<file path="config.mk">
export PLATFORM = sky130hd
export DESIGN_NAME = sbm_mode_reg
export DESIGN_NICKNAME = d
export VERILOG_FILES = /design/src/design/sbm_pkg.sv /design/src/design/sbm_beat_order.sv /design/src/design/sbm_wr_decode.sv /design/src/design/sbm_mode_reg.sv
export SDC_FILE = /design/constraint.sdc
export NUM_CORES = 1
export LEC_CHECK = 0
export BUFFER_PORTS_ARGS = -buffer_cell sky130_fd_sc_hd__clkbuf_2
export CAP_MARGIN = 10
export CORE_UTILIZATION = 50
export CTS_CLUSTER_DIAMETER = 50
export DETAILED_ROUTE_END_ITERATION = 10
export GPL_ROUTABILITY_DRIVEN = 1
export PLACE_DENSITY_LB_ADDON = 0.08
export SYNTH_ARGS = -nofsm -noshare
export SYNTH_HDL_FRONTEND = slang
export SYNTH_SLANG_ARGS = --single-unit
</file>
<file path="constraint.sdc">
create_clock -name CLK_I -period 3.9 [get_ports CLK_I]
set_input_delay 0.78 -clock CLK_I [delete_from_list [all_inputs] [get_ports CLK_I]]
set_output_delay 0.78 -clock CLK_I [all_outputs]
set_load 0.005 [all_outputs]
</file>
<file path="src/design/sbm_pkg.sv">
// package: constants and types of the base mode register decoder
package sbm_pkg;
	// ************************************************************
	// register fields
	// ************************************************************
	localparam int          MODE_W         = 16;
	localparam logic [15:0] MODE_RST       = 16'h0000;
	localparam logic [15:0] MODE_RSVD_MASK = 16'he080;
	localparam int          BL_LSB         = 0;
	localparam int          BT_BIT         = 3;
	localparam int          RL_LSB         = 4;
	localparam int          DLLRST_BIT     = 8;
	localparam int          WR_LSB         = 9;
	localparam int          PD_BIT         = 12;
	localparam int          COL_W          = 10;
	localparam int          CMD_BURST_SEL  = 12;

	// burst length field codes
	localparam logic [1:0] BL_FIXED8 = 2'h0;
	localparam logic [1:0] BL_OTF    = 2'h1;
	localparam logic [1:0] BL_FIXED4 = 2'h2;

	// ************************************************************
	// timing
	// ************************************************************
	localparam int          CLK_MHZ          = 200;
	localparam int          DLL_LOCK_CYC     = 512;
	localparam logic [9:0]  DLL_LOCK_CNT     = 10'(DLL_LOCK_CYC);
	localparam logic [3:0]  RL_MIN           = 4'h5;
	localparam logic [3:0]  RL_MAX           = 4'he;
	localparam logic [3:0]  WR_DEFAULT       = 4'h5;

	typedef enum logic [1:0] {
		SBM_IDLE  = 2'b00,
		SBM_WAIT  = 2'b01,
		SBM_BURST = 2'b10
	} sbm_state_e;
endpackage : sbm_pkg

</file>
<file path="src/design/sbm_beat_order.sv">
// beat column order generator for one burst beat
`timescale 1ns/1ps
`default_nettype none
module sbm_beat_order (
	// request
	input  wire logic [2:0] start_i,
	input  wire logic [2:0] beat_i,
	input  wire logic       interleave_i,
	input  wire logic       write_i,
	input  wire logic       chop_i,
	// result
	output logic      [2:0] col_o
);
	logic [2:0] base;
	logic [1:0] rot;
	always_comb begin
		// writes ignore the low start bits; chop keeps bit 2
		base = write_i ? {(chop_i ? start_i[2] : 1'b0), 2'b00} : start_i;
		rot  = 2'(base[1:0] + beat_i[1:0]);
		if (interleave_i) begin
			col_o = base ^ beat_i;
		end else begin
			col_o = {base[2] ^ beat_i[2], rot};
		end
	end
endmodule : sbm_beat_order
`default_nettype wire

</file>
<file path="src/design/sbm_wr_decode.sv">
// write recovery and read latency field decoder
`timescale 1ns/1ps
`default_nettype none
module sbm_wr_decode (
	// fields
	input  wire logic [2:0] wr_code_i,
	input  wire logic [2:0] rl_code_i,
	// cycles
	output logic      [3:0] wr_cyc_o,
	output logic      [3:0] rl_cyc_o
);
	always_comb begin
		unique case (wr_code_i)
			3'h1:    wr_cyc_o = 4'h5;
			3'h2:    wr_cyc_o = 4'h6;
			3'h3:    wr_cyc_o = 4'h7;
			3'h4:    wr_cyc_o = 4'h8;
			3'h5:    wr_cyc_o = 4'ha;
			3'h6:    wr_cyc_o = 4'hc;
			default: wr_cyc_o = sbm_pkg::WR_DEFAULT;
		endcase
		// three bits reach 5..12, so the clamp at RL_MAX (14) never applies
		rl_cyc_o = 4'(rl_code_i) + sbm_pkg::RL_MIN;
		if (rl_cyc_o > sbm_pkg::RL_MAX) begin
			rl_cyc_o = sbm_pkg::RL_MAX;
		end
	end
endmodule : sbm_wr_decode
`default_nettype wire

</file>
<file path="src/design/sbm_mode_reg.sv">
// base mode register of the sdram with burst sequencing
`timescale 1ns/1ps
`default_nettype none
module sbm_mode_reg (
	// clock and reset
	input  wire logic        CLK_I,
	input  wire logic        RESETN_I,
	input  wire logic        CKE_I,
	// mode set command
	input  wire logic        MODE_SET_I,
	input  wire logic [15:0] MODE_DATA_I,
	// read and write commands
	input  wire logic        RD_CMD_I,
	input  wire logic        WR_CMD_I,
	input  wire logic [9:0]  COL_I,
	input  wire logic        PER_COMMAND_BURST_SELECT_I,
	// power-down
	input  wire logic        PRECHARGE_PD_I,
	// beat outputs
	output logic             BEAT_VALID_O,
	output logic             BEAT_WRITE_O,
	output logic [9:0]       BEAT_COL_O,
	output logic             DQ_OE_O,
	output logic             DQS_OE_O,
	// status
	output logic [15:0]      BASE_MODE_REGISTER_O,
	output logic             FOUR_BEAT_CHOP_O,
	output logic             DLL_RESET_O,
	output logic             DLL_LOCKED_O,
	output logic             DLL_RUN_O,
	output logic [3:0]       WR_CYCLES_O,
	output logic [3:0]       READ_LATENCY_CYCLES_O
);
	// ************************************************************
	// pin synchronisers
	// ************************************************************
	logic [5:0]  s1_q, s2_q;
	logic [15:0] md1_q, md2_q;
	logic [9:0]  col1_q, col2_q;
	logic [5:0]  s_d;
	assign s_d = {CKE_I, MODE_SET_I, RD_CMD_I, WR_CMD_I, PER_COMMAND_BURST_SELECT_I,
		PRECHARGE_PD_I};
	always_ff @(posedge CLK_I or negedge RESETN_I) begin
		if (!RESETN_I) begin
			s1_q   <= '0;
			s2_q   <= '0;
			md1_q  <= '0;
			md2_q  <= '0;
			col1_q <= '0;
			col2_q <= '0;
		end else begin
			s1_q   <= s_d;
			s2_q   <= s1_q;
			md1_q  <= MODE_DATA_I;
			md2_q  <= md1_q;
			col1_q <= COL_I;
			col2_q <= col1_q;
		end
	end
	logic en, mset, rd, wr, otf_sel, ppd;
	assign en      = s2_q[5];
	assign mset    = s2_q[4];
	assign rd      = s2_q[3];
	assign wr      = s2_q[2];
	assign otf_sel = s2_q[1];
	assign ppd     = s2_q[0];

	// ************************************************************
	// mode register
	// ************************************************************
	logic [15:0] mode_q, mode_d;
	logic        dllrst_q, dllrst_d;
	logic [9:0]  lock_q, lock_d;
	always_comb begin
		mode_d   = mode_q;
		dllrst_d = 1'b0;
		lock_d   = lock_q;
		// controller keeps reserved bits zero; mask them anyway
		if (mset) begin
			mode_d = md2_q & ~sbm_pkg::MODE_RSVD_MASK;
		end
		// bit 8 seen once then cleared by hardware
		if (mode_q[sbm_pkg::DLLRST_BIT]) begin
			dllrst_d                       = 1'b1;
			lock_d                         = sbm_pkg::DLL_LOCK_CNT;
			if (!mset) begin
				mode_d[sbm_pkg::DLLRST_BIT] = 1'b0;
			end
		end else if (lock_q != 10'h000) begin
			lock_d = lock_q - 10'h001;
		end
	end
	always_ff @(posedge CLK_I or negedge RESETN_I) begin
		if (!RESETN_I) begin
			mode_q   <= sbm_pkg::MODE_RST;
			dllrst_q <= 1'b0;
			lock_q   <= '0;
		end else if (en) begin
			mode_q   <= mode_d;
			dllrst_q <= dllrst_d;
			lock_q   <= lock_d;
		end
	end

	// ************************************************************
	// field decode
	// ************************************************************
	logic [1:0] bl;
	logic       interleave;
	logic [3:0] wr_cyc, rl_cyc;
	assign bl         = mode_q[sbm_pkg::BL_LSB +: 2];
	assign interleave = mode_q[sbm_pkg::BT_BIT];
	sbm_wr_decode u_dec (
		.wr_code_i (mode_q[sbm_pkg::WR_LSB +: 3]),
		.rl_code_i (mode_q[sbm_pkg::RL_LSB +: 3]),
		.wr_cyc_o  (wr_cyc),
		.rl_cyc_o  (rl_cyc)
	);
	logic cmd_chop;
	always_comb begin
		unique case (bl)
			sbm_pkg::BL_FIXED8: cmd_chop = 1'b0;
			sbm_pkg::BL_OTF:    cmd_chop = !otf_sel;
			sbm_pkg::BL_FIXED4: cmd_chop = 1'b1;
			default:            cmd_chop = 1'b0;
		endcase
	end

	// ************************************************************
	// burst sequencer
	// ************************************************************
	sbm_pkg::sbm_state_e st_q, st_d;
	logic [3:0] wait_q, wait_d;
	logic [2:0] beat_q, beat_d, start_q, start_d;
	logic [6:0] blk_q, blk_d;
	logic       chop_q, chop_d, isw_q, isw_d;
	logic       bv_d, dq_oe_d;
	logic [2:0] col_lo;
	sbm_beat_order u_ord (
		.start_i      (start_q),
		.beat_i       (beat_q),
		.interleave_i (interleave),
		.write_i      (isw_q),
		.chop_i       (chop_q),
		.col_o        (col_lo)
	);
	always_comb begin
		st_d    = st_q;
		wait_d  = wait_q;
		beat_d  = beat_q;
		start_d = start_q;
		blk_d   = blk_q;
		chop_d  = chop_q;
		isw_d   = isw_q;
		bv_d    = 1'b0;
		dq_oe_d = 1'b0;
		unique case (st_q)
			sbm_pkg::SBM_IDLE: begin
				if (rd || wr) begin
					// internal start identical for chop and eight
					st_d    = sbm_pkg::SBM_WAIT;
					wait_d  = wr ? wr_cyc : rl_cyc;
					beat_d  = 3'h0;
					start_d = col2_q[2:0];
					blk_d   = col2_q[9:3];
					chop_d  = cmd_chop;
					isw_d   = wr;
				end
			end
			sbm_pkg::SBM_WAIT: begin
				wait_d = wait_q - 4'h1;
				if (wait_q <= 4'h1) begin
					st_d = sbm_pkg::SBM_BURST;
				end
			end
			sbm_pkg::SBM_BURST: begin
				// chopped read keeps full slot time but drives only four
				bv_d    = !(chop_q && beat_q[2]);
				dq_oe_d = bv_d && !isw_q;
				beat_d  = 3'(beat_q + 3'h1);
				if (beat_q == 3'h7) begin
					st_d = sbm_pkg::SBM_IDLE;
				end
			end
			default: st_d = sbm_pkg::SBM_IDLE;
		endcase
	end
	always_ff @(posedge CLK_I or negedge RESETN_I) begin
		if (!RESETN_I) begin
			st_q    <= sbm_pkg::SBM_IDLE;
			wait_q  <= '0;
			beat_q  <= '0;
			start_q <= '0;
			blk_q   <= '0;
			chop_q  <= 1'b0;
			isw_q   <= 1'b0;
		end else if (en) begin
			st_q    <= st_d;
			wait_q  <= wait_d;
			beat_q  <= beat_d;
			start_q <= start_d;
			blk_q   <= blk_d;
			chop_q  <= chop_d;
			isw_q   <= isw_d;
		end
	end

	// ************************************************************
	// registered outputs
	// ************************************************************
	always_ff @(posedge CLK_I or negedge RESETN_I) begin
		if (!RESETN_I) begin
			BEAT_VALID_O          <= 1'b0;
			BEAT_WRITE_O          <= 1'b0;
			BEAT_COL_O            <= '0;
			DQ_OE_O               <= 1'b0;
			DQS_OE_O              <= 1'b0;
			BASE_MODE_REGISTER_O  <= sbm_pkg::MODE_RST;
			FOUR_BEAT_CHOP_O      <= 1'b0;
			DLL_RESET_O           <= 1'b0;
			DLL_LOCKED_O          <= 1'b0;
			DLL_RUN_O             <= 1'b0;
			WR_CYCLES_O           <= sbm_pkg::WR_DEFAULT;
			READ_LATENCY_CYCLES_O <= sbm_pkg::RL_MIN;
		end else if (en) begin
			BEAT_VALID_O          <= bv_d;
			BEAT_WRITE_O          <= bv_d && isw_q;
			BEAT_COL_O            <= {blk_q, col_lo};
			DQ_OE_O               <= dq_oe_d;
			DQS_OE_O              <= dq_oe_d;
			BASE_MODE_REGISTER_O  <= mode_q;
			FOUR_BEAT_CHOP_O      <= chop_q;
			DLL_RESET_O           <= dllrst_q;
			DLL_LOCKED_O          <= lock_q == 10'h000 && !dllrst_q;
			// dll off in precharge power-down unless kept
			DLL_RUN_O             <= !(ppd && !mode_q[sbm_pkg::PD_BIT]);
			WR_CYCLES_O           <= wr_cyc;
			READ_LATENCY_CYCLES_O <= rl_cyc;
		end
	end
endmodule : sbm_mode_reg
`default_nettype wire

</file>
# After elaboration in Yosys (flattened, before gate mapping)
# Cells that the tools add are included.
dict set report word_totals {
  reg_bits 139
  inputBits 34
  elab_cells 97
}
dict set report op_classes {
  add_sub_neg 5
  magnitude_cmp 2
  eq_ne 13
  mux 23
  bitwise_logic 2
  reduce_logical 24
}
# op count
set op_table {}
lappend op_table {{$mux 10} 2}
lappend op_table {{$pmux 4 s5} 1}
lappend op_table {{$eq 3x3->1 const B} 4}
lappend op_table {{$mux 4} 3}
lappend op_table {{$logic_not 10->1} 1}
lappend op_table {{$reduce_bool 10->1} 1}
lappend op_table {{$sub 10x1->10 const B} 1}
lappend op_table {{$mux 3} 3}
lappend op_table {{$mux 9} 1}
lappend op_table {{$reduce_and 3->1} 3}
lappend op_table {{$pmux 4 s2} 1}
lappend op_table {{$eq 3x2->1 const B} 2}
lappend op_table {{$logic_not 1->1} 6}
lappend op_table {{$mux 1} 6}
lappend op_table {{$mux 2} 3}
lappend op_table {{$ne 2x2->1 const B} 3}
lappend op_table {{$pmux 2 s3} 1}
lappend op_table {{$pmux 3 s2} 1}
lappend op_table {{$reduce_bool 2->1} 3}
lappend op_table {{$logic_and 1x1->1} 5}
lappend op_table {{$add 3x3->4 const B} 1}
lappend op_table {{$eq 2x1->1 const B} 2}
lappend op_table {{$eq 2x2->1 const B} 2}
lappend op_table {{$gt 4x4->1 const B} 1}
lappend op_table {{other kinds (11)} 12}

# Longest topological paths before layout
# Gate-level depths: netlist of the first run.
dict set report logic_depth {
  word_depth 6
  ltp_mapped 6
  mapped_depth_nobuf 6
}

# Hierarchy
# Synthesis of the first run repeated with hierarchy kept, for this count alone.
dict set report hier_totals {
  hier_cells 352
  hier_area_um2 5076.1
}
# mod instances cells_per_inst area_per_inst_um2 seq_area_each_um2
set modules_own_cells {}
lappend modules_own_cells {sbm_mode_reg 1 328 4883.4 3408.3}
lappend modules_own_cells {sbm_wr_decode 1 14 97.6 0.0}
lappend modules_own_cells {sbm_beat_order 1 10 95.1 0.0}

# Worst setup path before layout of the first run
# Ideal clock, no wire load.
dict set report synth_path {
  kind {reg2reg}
  from {register lock_q[0]}
  to {register lock_q[6]}
  setup_ns 0.122
  arrival_time_ns 1.519
  t_required_ns 3.778
  path_slack_ns 2.260
  path_stages_with_launch 7
  path_buffers 0
  period_less_slack_ns 1.640
  cell_sequence {dfrtp_1 -> inv_1 -> ha_1 -> or3b_1 -> nor3_1 -> o21ai_0 -> a32o_1}
}
dict set report synth_via {
  elab_chain_cells 3
}
# item line_no
set synth_lines {}
lappend synth_lines {{from (decl)} sbm_mode_reg.sv:73} ;# logic [9:0] lock_q, lock_d;
lappend synth_lines {{from (signal assigned)} sbm_mode_reg.sv:101} ;# lock_q <= lock_d;
lappend synth_lines {{$sub 10x1->10 / $reduce_bool 10->1 (equally long branches)} {sbm_mode_reg.sv:90, sbm_mode_reg.sv:89}}
lappend synth_lines {{$mux 10 / $reduce_bool 2->1 (equally long branches)} n/a}
lappend synth_lines {{$mux 10 / $reduce_and 2->1 (equally long branches)} n/a}
# Parallel ways exist; a longest one is shown, timed or not. The select of a mux whose other input is x is not followed.
# A chain may end at the register's enable or synchronous reset.

# Worst setup path after layout of the first run
dict set report layout_path {
  from {register s2_q[5]}
  to {register start_q[1]}
}
dict set report layout_via {
  elab_chain_cells 1
}
# item line_no
set layout_lines {}
lappend layout_lines {{from (decl)} sbm_mode_reg.sv:37} ;# logic [5:0] s1_q, s2_q;
lappend layout_lines {{from (signal assigned)} sbm_mode_reg.sv:53} ;# s2_q <= s1_q;
lappend layout_lines {{$reduce_and 3->1 (no source line)} n/a}
lappend layout_lines {{to (signal assigned)} sbm_mode_reg.sv:201} ;# start_q <= start_d;
lappend layout_lines {{to (decl)} sbm_mode_reg.sv:134} ;# logic [2:0] beat_q, beat_d, start_q, start_d;
# No other way between the ends.

==> report_table.html, run 1 <==
<table>
<tr><th>Metric</th><th>Value</th></tr>
<tr><th colspan="2">Timing</th></tr>
<tr><td>Final worst-path cycle share</td><td>0.523</td></tr>
<tr><td>Worst hold slack across all endpoints</td><td>0.344 ns</td></tr>
<tr><td>Setup TNS after final layout</td><td>0 ns</td></tr>
<tr><td>Hold Fails Final Rpt</td><td>0</td></tr>
<tr><td>Crit path setup slack, layout</td><td>between 1.5 and 2 ns</td></tr>
<tr><td>Relative slew slack</td><td>0.271</td></tr>
<tr><td>Max Freq</td><td>just under 500 MHz</td></tr>
<tr><td>Skew final</td><td>around 0.0084 ns</td></tr>
<tr><td>Max-slew violation total from the final report</td><td>0</td></tr>
<tr><td>RSZ-0062 raised after global routing</td><td>false</td></tr>
<tr><td>Worst Max-Slew Pin Slew</td><td>~1.1 ns</td></tr>
<tr><td>Setup violations, final</td><td>0</td></tr>
<tr><td>Final critical delay including setup and external delays</td><td>2.04 ns</td></tr>
<tr><th colspan="2">Pwr</th></tr>
<tr><td>Max rail drop VDD</td><td>between 0.3 and 0.4 mV</td></tr>
<tr><td>Reported leakage power</td><td>around 2.8 nW</td></tr>
<tr><td>Pwr Total</td><td>4.18 mW</td></tr>
<tr><td>Pwr/cell area</td><td>a little under 700 nW/um^2</td></tr>
<tr><th colspan="2">Clocking</th></tr>
<tr><td>Clock Tree Buf Depth</td><td>2</td></tr>
<tr><td>Count of hold-fix buffers inserted at cts</td><td>0</td></tr>
<tr><td>H-tree Lvls</td><td>4</td></tr>
<tr><td>Number of gates resized after cts</td><td>0</td></tr>
<tr><td>Clock Pin Slew Worst Setup and Hold Paths</td><td>approximately 0.060 ns</td></tr>
<tr><td>Cell at the root of the clock tree</td><td>clkbuf_8</td></tr>
<tr><td>CTS buffer count</td><td>17</td></tr>
<tr><td>Clock latency on the worst-skew pair</td><td>0.51 ns</td></tr>
<tr><td>Sinks on the clock net</td><td>136</td></tr>
<tr><td>Number of post-CTS setup repair buffers</td><td>0</td></tr>
<tr><td>Clock tree from TritonCTS</td><td>done</td></tr>
<tr><th colspan="2">Route</th></tr>
<tr><td>Wire length per cell</td><td>around 14 microns</td></tr>
<tr><td>Drt first pass iters</td><td>4</td></tr>
<tr><td>Total wirelength of the detailed-routed design</td><td>between 8000 and 9000 microns</td></tr>
<tr><td>Number of nets still failing antenna checks after routing</td><td>0</td></tr>
<tr><td>Number of violations reported at the end of detailed-routing iteration 0</td><td>86</td></tr>
<tr><td>Count of vias placed by the detailed router</td><td>around 3000</td></tr>
<tr><td>Number of vias per cell after detailed routing</td><td>approximately 5.2</td></tr>
<tr><td>Routed length on met1</td><td>3790 microns</td></tr>
<tr><td>DRC violation count after routing</td><td>0</td></tr>
<tr><td>Detailed-routed wire length on met3</td><td>385 microns</td></tr>
<tr><td>Top layer reached by signal wires</td><td>met4</td></tr>
<tr><td>Met2 routed WL</td><td>around 4100 microns</td></tr>
<tr><th colspan="2">Setup path</th></tr>
<tr><td>Critical register-to-register path endpoint</td><td>start_q[1]$_DFFE_PN0P_</td></tr>
<tr><td>Critical path start-end classification</td><td>register to register</td></tr>
<tr><td>Worst Reg-to-Reg Cells</td><td>3</td></tr>
<tr><td>Maximum fanout encountered on the critical timing path</td><td>20</td></tr>
<tr><td>Startpoint of the worst-slack reg-to-reg timing path</td><td>s2_q[5]$_DFF_PN0_</td></tr>
<tr><td>Data arrival at the endpoint of the critical path</td><td>2.42 ns</td></tr>
<tr><td>Worst reg-to-reg setup slack</td><td>~1.9 ns</td></tr>
<tr><td>Required time reported for the critical path endpoint</td><td>roughly 4.3 ns</td></tr>
<tr><td>Endpoint type of the worst setup path</td><td>register</td></tr>
<tr><td>Startpoint types</td><td>register</td></tr>
<tr><th colspan="2">Layout</th></tr>
<tr><td>Antenna Diode Count</td><td>0</td></tr>
<tr><td>Area Overhead vs Synth</td><td>18.8%</td></tr>
<tr><td>Post-route cell area</td><td>around 6000 sq um</td></tr>
<tr><td>Final layout net count</td><td>about 480</td></tr>
<tr><td>Filler cell count</td><td>~800</td></tr>
<tr><td>Area of combinational cells with multiple inputs</td><td>about 1500 sq um</td></tr>
<tr><td>Share of cells above drive strength 1</td><td>0.355</td></tr>
<tr><td>Sequential Area</td><td>3410 sq um</td></tr>
<tr><th colspan="2">Placed design</th></tr>
<tr><td>IO buf count</td><td>67</td></tr>
<tr><td>Routability-driven placement congestion ratio</td><td>0.835</td></tr>
<tr><td>Pre-CTS worst setup slack</td><td>roughly 1.9 ns</td></tr>
<tr><td>Total placed instance area</td><td>approximately 5500 sq um</td></tr>
<tr><td>HPWL after DPL</td><td>between 5000 and 6000 microns</td></tr>
<tr><th colspan="2">Worst hold path</th></tr>
<tr><td>Sink of the worst hold path</td><td>col2_q[8]$_DFF_PN0_</td></tr>
<tr><td>Hold depth</td><td>0</td></tr>
<tr><td>Hold path startpoint</td><td>col1_q[8]$_DFF_PN0_</td></tr>
<tr><td>Worst Hold Class</td><td>register to register</td></tr>
<tr><th colspan="2">Logic synthesis</th></tr>
<tr><td>Post-synth top area share</td><td>0.650</td></tr>
<tr><td>Number of unique standard cell types used by synthesis</td><td>53</td></tr>
<tr><td>Post-synthesis register bit count</td><td>between 100 and 150</td></tr>
<tr><td>Cell Area, Synth</td><td>between 5000 and 6000 sq um</td></tr>
<tr><td>Most repeated cell in the gate-level netlist after synthesis</td><td>dfrtp_1</td></tr>
<tr><td>Top post-synthesis cells by count</td><td>dfrtp_1 (132), mux2_2 (47), nor2_1 (17), o21ai_0 (16)</td></tr>
<tr><td>Synth Area per Inst</td><td>~14 sq um</td></tr>
<tr><td>Area contributors post-synth</td><td>dfrtp_1 (65%), mux2_2 (10%), ha_1 (2.5%)</td></tr>
<tr><td>Cell accounting for the most synthesized area</td><td>dfrtp_1</td></tr>
<tr><td>EDFF count, synth</td><td>0</td></tr>
<tr><td>Total of warnings raised by yosys</td><td>0</td></tr>
<tr><td>Share of async-settable or async-resettable flops after synthesis</td><td>1.00</td></tr>
<tr><td>Sequential-to-total area share from yosys stat</td><td>0.670</td></tr>
<tr><td>Top flip-flop cell by instance count after synthesis</td><td>dfrtp_1</td></tr>
<tr><td>Cells after Synth</td><td>about 360</td></tr>
<tr><th colspan="2">Global route</th></tr>
<tr><td>Initial antenna violation count</td><td>0</td></tr>
<tr><td>Maximum number of pins on one net before global-route repair</td><td>approximately 120</td></tr>
<tr><td>Wire length of the first global-routing pass</td><td>roughly 14000 microns</td></tr>
<tr><td>Vias in the first global route</td><td>between 2000 and 3000</td></tr>
<tr><td>Grt ovf</td><td>0</td></tr>
<tr><td>Aggregate global-route resource usage</td><td>0.172</td></tr>
<tr><th colspan="2">Floorplanning</th></tr>
<tr><td>Die Y-Extent</td><td>about 100 microns</td></tr>
<tr><td>I/O pin cnt</td><td>between 70 and 80</td></tr>
<tr><td># rows</td><td>36</td></tr>
<tr><td>Area of the die</td><td>approximately 11000 sq um</td></tr>
<tr><td>Area of the core</td><td>9820 sq um</td></tr>
<tr><td>Starting utilization of the core area</td><td>0.518</td></tr>
<tr><td>Die X-Extent</td><td>approximately 100 microns</td></tr>
<tr><th colspan="2">Status</th></tr>
<tr><td>Result of the run</td><td>finished clean</td></tr>
<tr><th colspan="2">Job</th></tr>
<tr><td>Max-capacitance violation count</td><td>0</td></tr>
</table>
-- how the worst max path moves through the flow --
stage / from / end / cells past startpoint
6_report: s2_q[5]$_DFF_PN0_ / start_q[1]$_DFFE_PN0P_ / 3
5_1_grt: s2_q[5]$_DFF_PN0_ / start_q[1]$_DFFE_PN0P_ / 3
4_1_cts: s2_q[5]$_DFF_PN0_ / start_q[1]$_DFFE_PN0P_ / 3
3_5_place_dp: s2_q[5]$_DFF_PN0_ / start_q[1]$_DFFE_PN0P_ / 3
3_3_place_gp: s2_q[5]$_DFF_PN0_ / blk_q[4]$_DFFE_PN0P_ / 3
2_1_floorplan: lock_q[0]$_DFFE_PN0P_ / lock_q[6]$_DFFE_PN0P_ / 6
-- per-layer routing --
metal | vias up | global-route usage
met5 | - | 0
met4 | 0 | 0.0672
met3 | 6 | 0.0515
met2 | 72 | 0.273
met1 | 1486 | 0.223
li1 | 1416 | -
-- layout make-up --
class                           instances  share of cell area
Tap cell                              133              0.0275
Timing Repair Buffer                   69              0.0590
Clock inverter                         15              0.0220
Clock buffer                           17              0.0685
Sequential cell                       136               0.564
Multi-Input combinational cell        193               0.249
Inverter                               15             0.00932
-- placed cells by master, fill, tap and decap left out, types with 2 or more instances in the layout --
cell type,count
o21ai_0,16
nor2_1,17
a221oi_1,2
mux2_2,47
clkbuf_16,16
inv_6,6
buf_4,2
a31oi_1,3
dfstp_2,4
o2bb2ai_1,6
ha_1,10
o22ai_1,2
and3_1,2
inv_8,4
nor4_1,2
nand2_1,15
a221o_1,2
clkinv_4,2
xnor2_1,2
nor3_1,8
clkinv_2,2
clkbuf_2,66
a21oi_1,12
a32o_1,4
inv_1,15
nor2b_1,7
dfrtp_1,131
xor2_1,2
o31ai_1,2
conb_1,4
nand3_1,4
-- worst max-delay path, stage by stage, from the launching register on --
cell,delay (ns)
dfrtp_2,0.62
nor2b_1,0.62
nand3_4,0.31
mux2_2,0.36
-- kinds of logic after synthesis --
family / count (synthesis) / share of synthesized area
muxes: 48 / 0.106
DFF: 136 / 0.670
buffers and inverters: 36 / 0.0357
xor gates and xnor gates: 4 / 0.00689
other: 1 / 0.000737
AOI/OAI and AO/OA: 61 / 0.0822
adders and majority gates: 10 / 0.0246
and+or+nand+nor: 66 / 0.0736
-- stage by stage --
step	cells	utilization
after global placement	546	0.560
after global routing	578	0.615
final	578	0.615
after CTS	578	0.615
after floorplan	365	-
after detailed placement	546	0.560
-- flip-flops by register name, indices dropped and copies added, names as in the netlist, 2 cells and up --
name and cells:
lock_q 10, BASE_MODE_REGISTER_O 12, md1_q 12, st_q 2, mode_q 12, blk_q 7, BEAT_COL_O 10, WR_CYCLES_O 4
s1_q 6, col1_q 10, col2_q 10, start_q 3, beat_q 3, wait_q 4, READ_LATENCY_CYCLES_O 4, md2_q 12
s2_q 6
-- where the power goes --
group / switching [mW] / internal (mW) / leakage, nW
combinational: 0.347 / 0.412 / 0.934
clock: 0.650 / 0.809 / 0.272
sequential: 0.247 / 1.71 / 1.62
total: 1.24 / 2.93 / 2.82
No activity file was read; power rests on OpenSTA's default activity.
==> run 2, diff against run 1 <==
==> constraint.sdc (replaced) <==
create_clock -name CLK_I -period 1.85 [get_ports CLK_I]
set_input_delay 0.37 -clock CLK_I [delete_from_list [all_inputs] [get_ports CLK_I]]
set_output_delay 0.37 -clock CLK_I [all_outputs]
set_load 0.005 [all_outputs]
==> report_table.html, run 2 (synthesis results as in run 1) <==
<table>
<tr><th>Metric</th><th>Value</th></tr>
<tr><th colspan="2">Route</th></tr>
<tr><td>Count of vias placed by the detailed router</td><td>3141 (+5.4%)</td></tr>
<tr><td>Number of nets still failing antenna checks after routing</td><td>0 (unchanged)</td></tr>
<tr><td>DRC violation count after routing</td><td>0 (unchanged)</td></tr>
<tr><td>Number of vias per cell after detailed routing</td><td>5.11 (-0.94%)</td></tr>
<tr><td>Number of violations reported at the end of detailed-routing iteration 0</td><td>121 (+41%)</td></tr>
<tr><td>Wire length per cell</td><td>14.3 microns (-0.14%)</td></tr>
<tr><td>Drt first pass iters</td><td>5 (+1)</td></tr>
<tr><td>Total wirelength of the detailed-routed design</td><td>8820 microns (+6.3%)</td></tr>
<tr><th colspan="2">Global route</th></tr>
<tr><td>Initial antenna violation count</td><td>0 (unchanged)</td></tr>
<tr><td>Aggregate global-route resource usage</td><td>0.188 (+0.0161)</td></tr>
<tr><td>Maximum number of pins on one net before global-route repair</td><td>47 (-62%)</td></tr>
<tr><td>Vias in the first global route</td><td>3123 (+6.3%)</td></tr>
<tr><td>Grt ovf</td><td>0 (unchanged)</td></tr>
<tr><td>Wire length of the first global-routing pass</td><td>14800 microns (+8.7%)</td></tr>
<tr><th colspan="2">Timing</th></tr>
<tr><td>Setup violations, final</td><td>0 (unchanged)</td></tr>
<tr><td>Crit path setup slack, layout</td><td>0.0756 ns (-1.79 ns)</td></tr>
<tr><td>Setup TNS after final layout</td><td>0 ns (unchanged)</td></tr>
<tr><td>Worst Max-Slew Pin Slew</td><td>0.534 ns (-0.560 ns)</td></tr>
<tr><td>Worst hold slack across all endpoints</td><td>0.342 ns (-0.00222 ns)</td></tr>
<tr><td>Final critical delay including setup and external delays</td><td>1.77 ns (-0.265 ns)</td></tr>
<tr><td>RSZ-0062 raised after global routing</td><td>false</td></tr>
<tr><td>Max-slew violation total from the final report</td><td>0 (unchanged)</td></tr>
<tr><td>Max Freq</td><td>564 MHz (+15%)</td></tr>
<tr><td>Final worst-path cycle share</td><td>0.959 (+0.436)</td></tr>
<tr><td>Skew final</td><td>0.00634 ns (-0.00205 ns)</td></tr>
<tr><td>Hold Fails Final Rpt</td><td>0 (unchanged)</td></tr>
<tr><td>Relative slew slack</td><td>0.644 (+0.373)</td></tr>
<tr><th colspan="2">Floorplanning</th></tr>
<tr><td>Die X-Extent</td><td>103 microns (unchanged)</td></tr>
<tr><td>I/O pin cnt</td><td>76 (unchanged)</td></tr>
<tr><td># rows</td><td>36 (unchanged)</td></tr>
<tr><td>Area of the die</td><td>10600 sq um (unchanged)</td></tr>
<tr><td>Die Y-Extent</td><td>103 microns (unchanged)</td></tr>
<tr><td>Area of the core</td><td>9820 sq um (unchanged)</td></tr>
<tr><td>Starting utilization of the core area</td><td>0.518 (unchanged)</td></tr>
<tr><th colspan="2">Worst hold path</th></tr>
<tr><td>Worst Hold Class</td><td>primary input to async pin</td></tr>
<tr><th colspan="2">Layout</th></tr>
<tr><td>Antenna Diode Count</td><td>0 (unchanged)</td></tr>
<tr><td>Final core utilization</td><td>0.663 (+0.0480)</td></tr>
<tr><td>Filler cell count</td><td>746 (-6.4%)</td></tr>
<tr><td>Share of cells above drive strength 1</td><td>0.342 (-0.0127)</td></tr>
<tr><td>Area Overhead vs Synth</td><td>28.1%</td></tr>
<tr><td>Commonest cells after routing, fill and taps aside</td><td>dfrtp_1 (131), clkbuf_2 (66), mux2_2 (47)</td></tr>
<tr><td>Final layout net count</td><td>514 (+8.0%)</td></tr>
<tr><td>Most common cell after layout, fill and taps aside</td><td>dfrtp_1</td></tr>
<tr><th colspan="2">Clocking</th></tr>
<tr><td>Clock Pin Slew Worst Setup and Hold Paths</td><td>0.06 ns (about the same)</td></tr>
<tr><td>Clock Tree Buf Depth</td><td>2 (unchanged)</td></tr>
<tr><td>Clock latency on the worst-skew pair</td><td>0.51 ns (about the same)</td></tr>
<tr><td>Sinks on the clock net</td><td>136 (unchanged)</td></tr>
<tr><td>Cell at the root of the clock tree</td><td>clkbuf_8</td></tr>
<tr><td>Clock tree from TritonCTS</td><td>done</td></tr>
<tr><td>CTS buffer count</td><td>17 (unchanged)</td></tr>
<tr><td>Number of post-CTS setup repair buffers</td><td>0 (unchanged)</td></tr>
<tr><td>H-tree Lvls</td><td>4 (unchanged)</td></tr>
<tr><th colspan="2">Pwr</th></tr>
<tr><td>Pwr/cell area</td><td>1450 nW/um^2 (+110%)</td></tr>
<tr><td>Reported leakage power</td><td>3.03 nW (+7.2%)</td></tr>
<tr><td>Max rail drop VDD</td><td>0.572 mV (+66%)</td></tr>
<tr><th colspan="2">Setup path</th></tr>
<tr><td>CP Buf/Inv Count</td><td>1 (+1)</td></tr>
<tr><td>Top cell family by delay on the critical path</td><td>compound AO/OA/AOI/OAI gates</td></tr>
<tr><td>Data arrival at the endpoint of the critical path</td><td>2.15 ns (-0.27 ns)</td></tr>
<tr><td>Sequence of cells on the critical path</td><td>inv_1, ha_1, nor4b_1, a21boi_0, a41oi_1, o2bb2ai_1</td></tr>
<tr><td>Required time reported for the critical path endpoint</td><td>2.23 ns (-2.06 ns)</td></tr>
<tr><td>Maximum fanout encountered on the critical timing path</td><td>5 (-75%)</td></tr>
<tr><td>Critical path start-end classification</td><td>register to register</td></tr>
<tr><td>Endpoint type of the worst setup path</td><td>register</td></tr>
<tr><td>Crit-path max cell delay</td><td>0.44 ns (-0.18 ns)</td></tr>
<tr><td>Highest-delay cell along the critical path</td><td>nor4b_1</td></tr>
<tr><td>Startpoint types</td><td>register</td></tr>
<tr><th colspan="2">Placed design</th></tr>
<tr><td>HPWL after DPL</td><td>5590 microns (+6.1%)</td></tr>
<tr><td>Pre-CTS worst setup slack</td><td>0.148 ns (-1.73 ns)</td></tr>
<tr><td>IO buf count</td><td>67 (unchanged)</td></tr>
<tr><td>Routability-driven placement congestion ratio</td><td>0.826 (-1.1%)</td></tr>
<tr><th colspan="2">Status</th></tr>
<tr><td>Result of the run</td><td>finished clean</td></tr>
<tr><th colspan="2">Job</th></tr>
<tr><td>Max-capacitance violation count</td><td>0 (unchanged)</td></tr>
</table>
==> run 2: path summary, 6_finish.rpt <==
path,start,to,slack (ns),cells after the start
worst max-delay path,lock_q[0]$_DFFE_PN0P_,lock_q[8]$_DFFE_PN0P_,0.08,6
worst min-delay path,RESETN_I,lock_q[5]$_DFFE_PN0P_,0.34,2
max in group asynchronous,RESETN_I,WR_CYCLES_O[0]$_DFFE_PN1P_,0.89,3
worst max register to register,lock_q[0]$_DFFE_PN0P_,lock_q[8]$_DFFE_PN0P_,0.08,6
min in group CLK_I,col1_q[8]$_DFF_PN0_,col2_q[8]$_DFF_PN0_,0.35,0
worst min register to register,col1_q[8]$_DFF_PN0_,col2_q[8]$_DFF_PN0_,0.35,0
==> run 2: what timing repair did <==
item / in CTS / in global routing
gates resized for setup: 0 / 0
endpoints found under the hold margin: 66 / 0
hold buffers: 29 / 0
==> run 2: area by class of cell <==
cell class | count | area (sq um) | share of cell area
Sequential cell | 136 | 3410 | 0.523
Multi-Input combinational cell | 193 | 1510 | 0.231
Timing Repair Buffer | 107 | 739 | 0.114
Clock buffer | 18 | 418 | 0.0642
Clock inverter | 13 | 218 | 0.0334
Tap cell | 133 | 166 | 0.0255
Inverter | 15 | 56.3 | 0.00864
==> run 2: stage by stage <==
stage          total power, mW  instances  instance area (sq um)
5_1_grt                   10.0        615                   6510
3_5_place_dp              5.86        555                   5590
2_1_floorplan             5.23        365                   5100
4_1_cts                   9.56        615                   6510
6_report                  9.45        615                   6510
3_3_place_gp              5.79        555                   5590
==> run 2: metal layers <==
metal / vias to the layer above / wire length [microns] / track usage / share of wire
li1: 1492 / - / - / -
met1: 1570 / 4120 / 0.250 / 0.47
met2: 69 / 4310 / 0.294 / 0.49
met3: 10 / 280 / 0.0508 / 0.032
met4: 0 / 103 / 0.0791 / 0.012
met5: - / 0 / 0 / 0
==> run 2: power breakdown <==
group          internal, mW  switching (mW)
Clock                  2.34            1.26
Sequential             3.61           0.517
Combinational         0.944           0.774
Total                  6.89            2.55
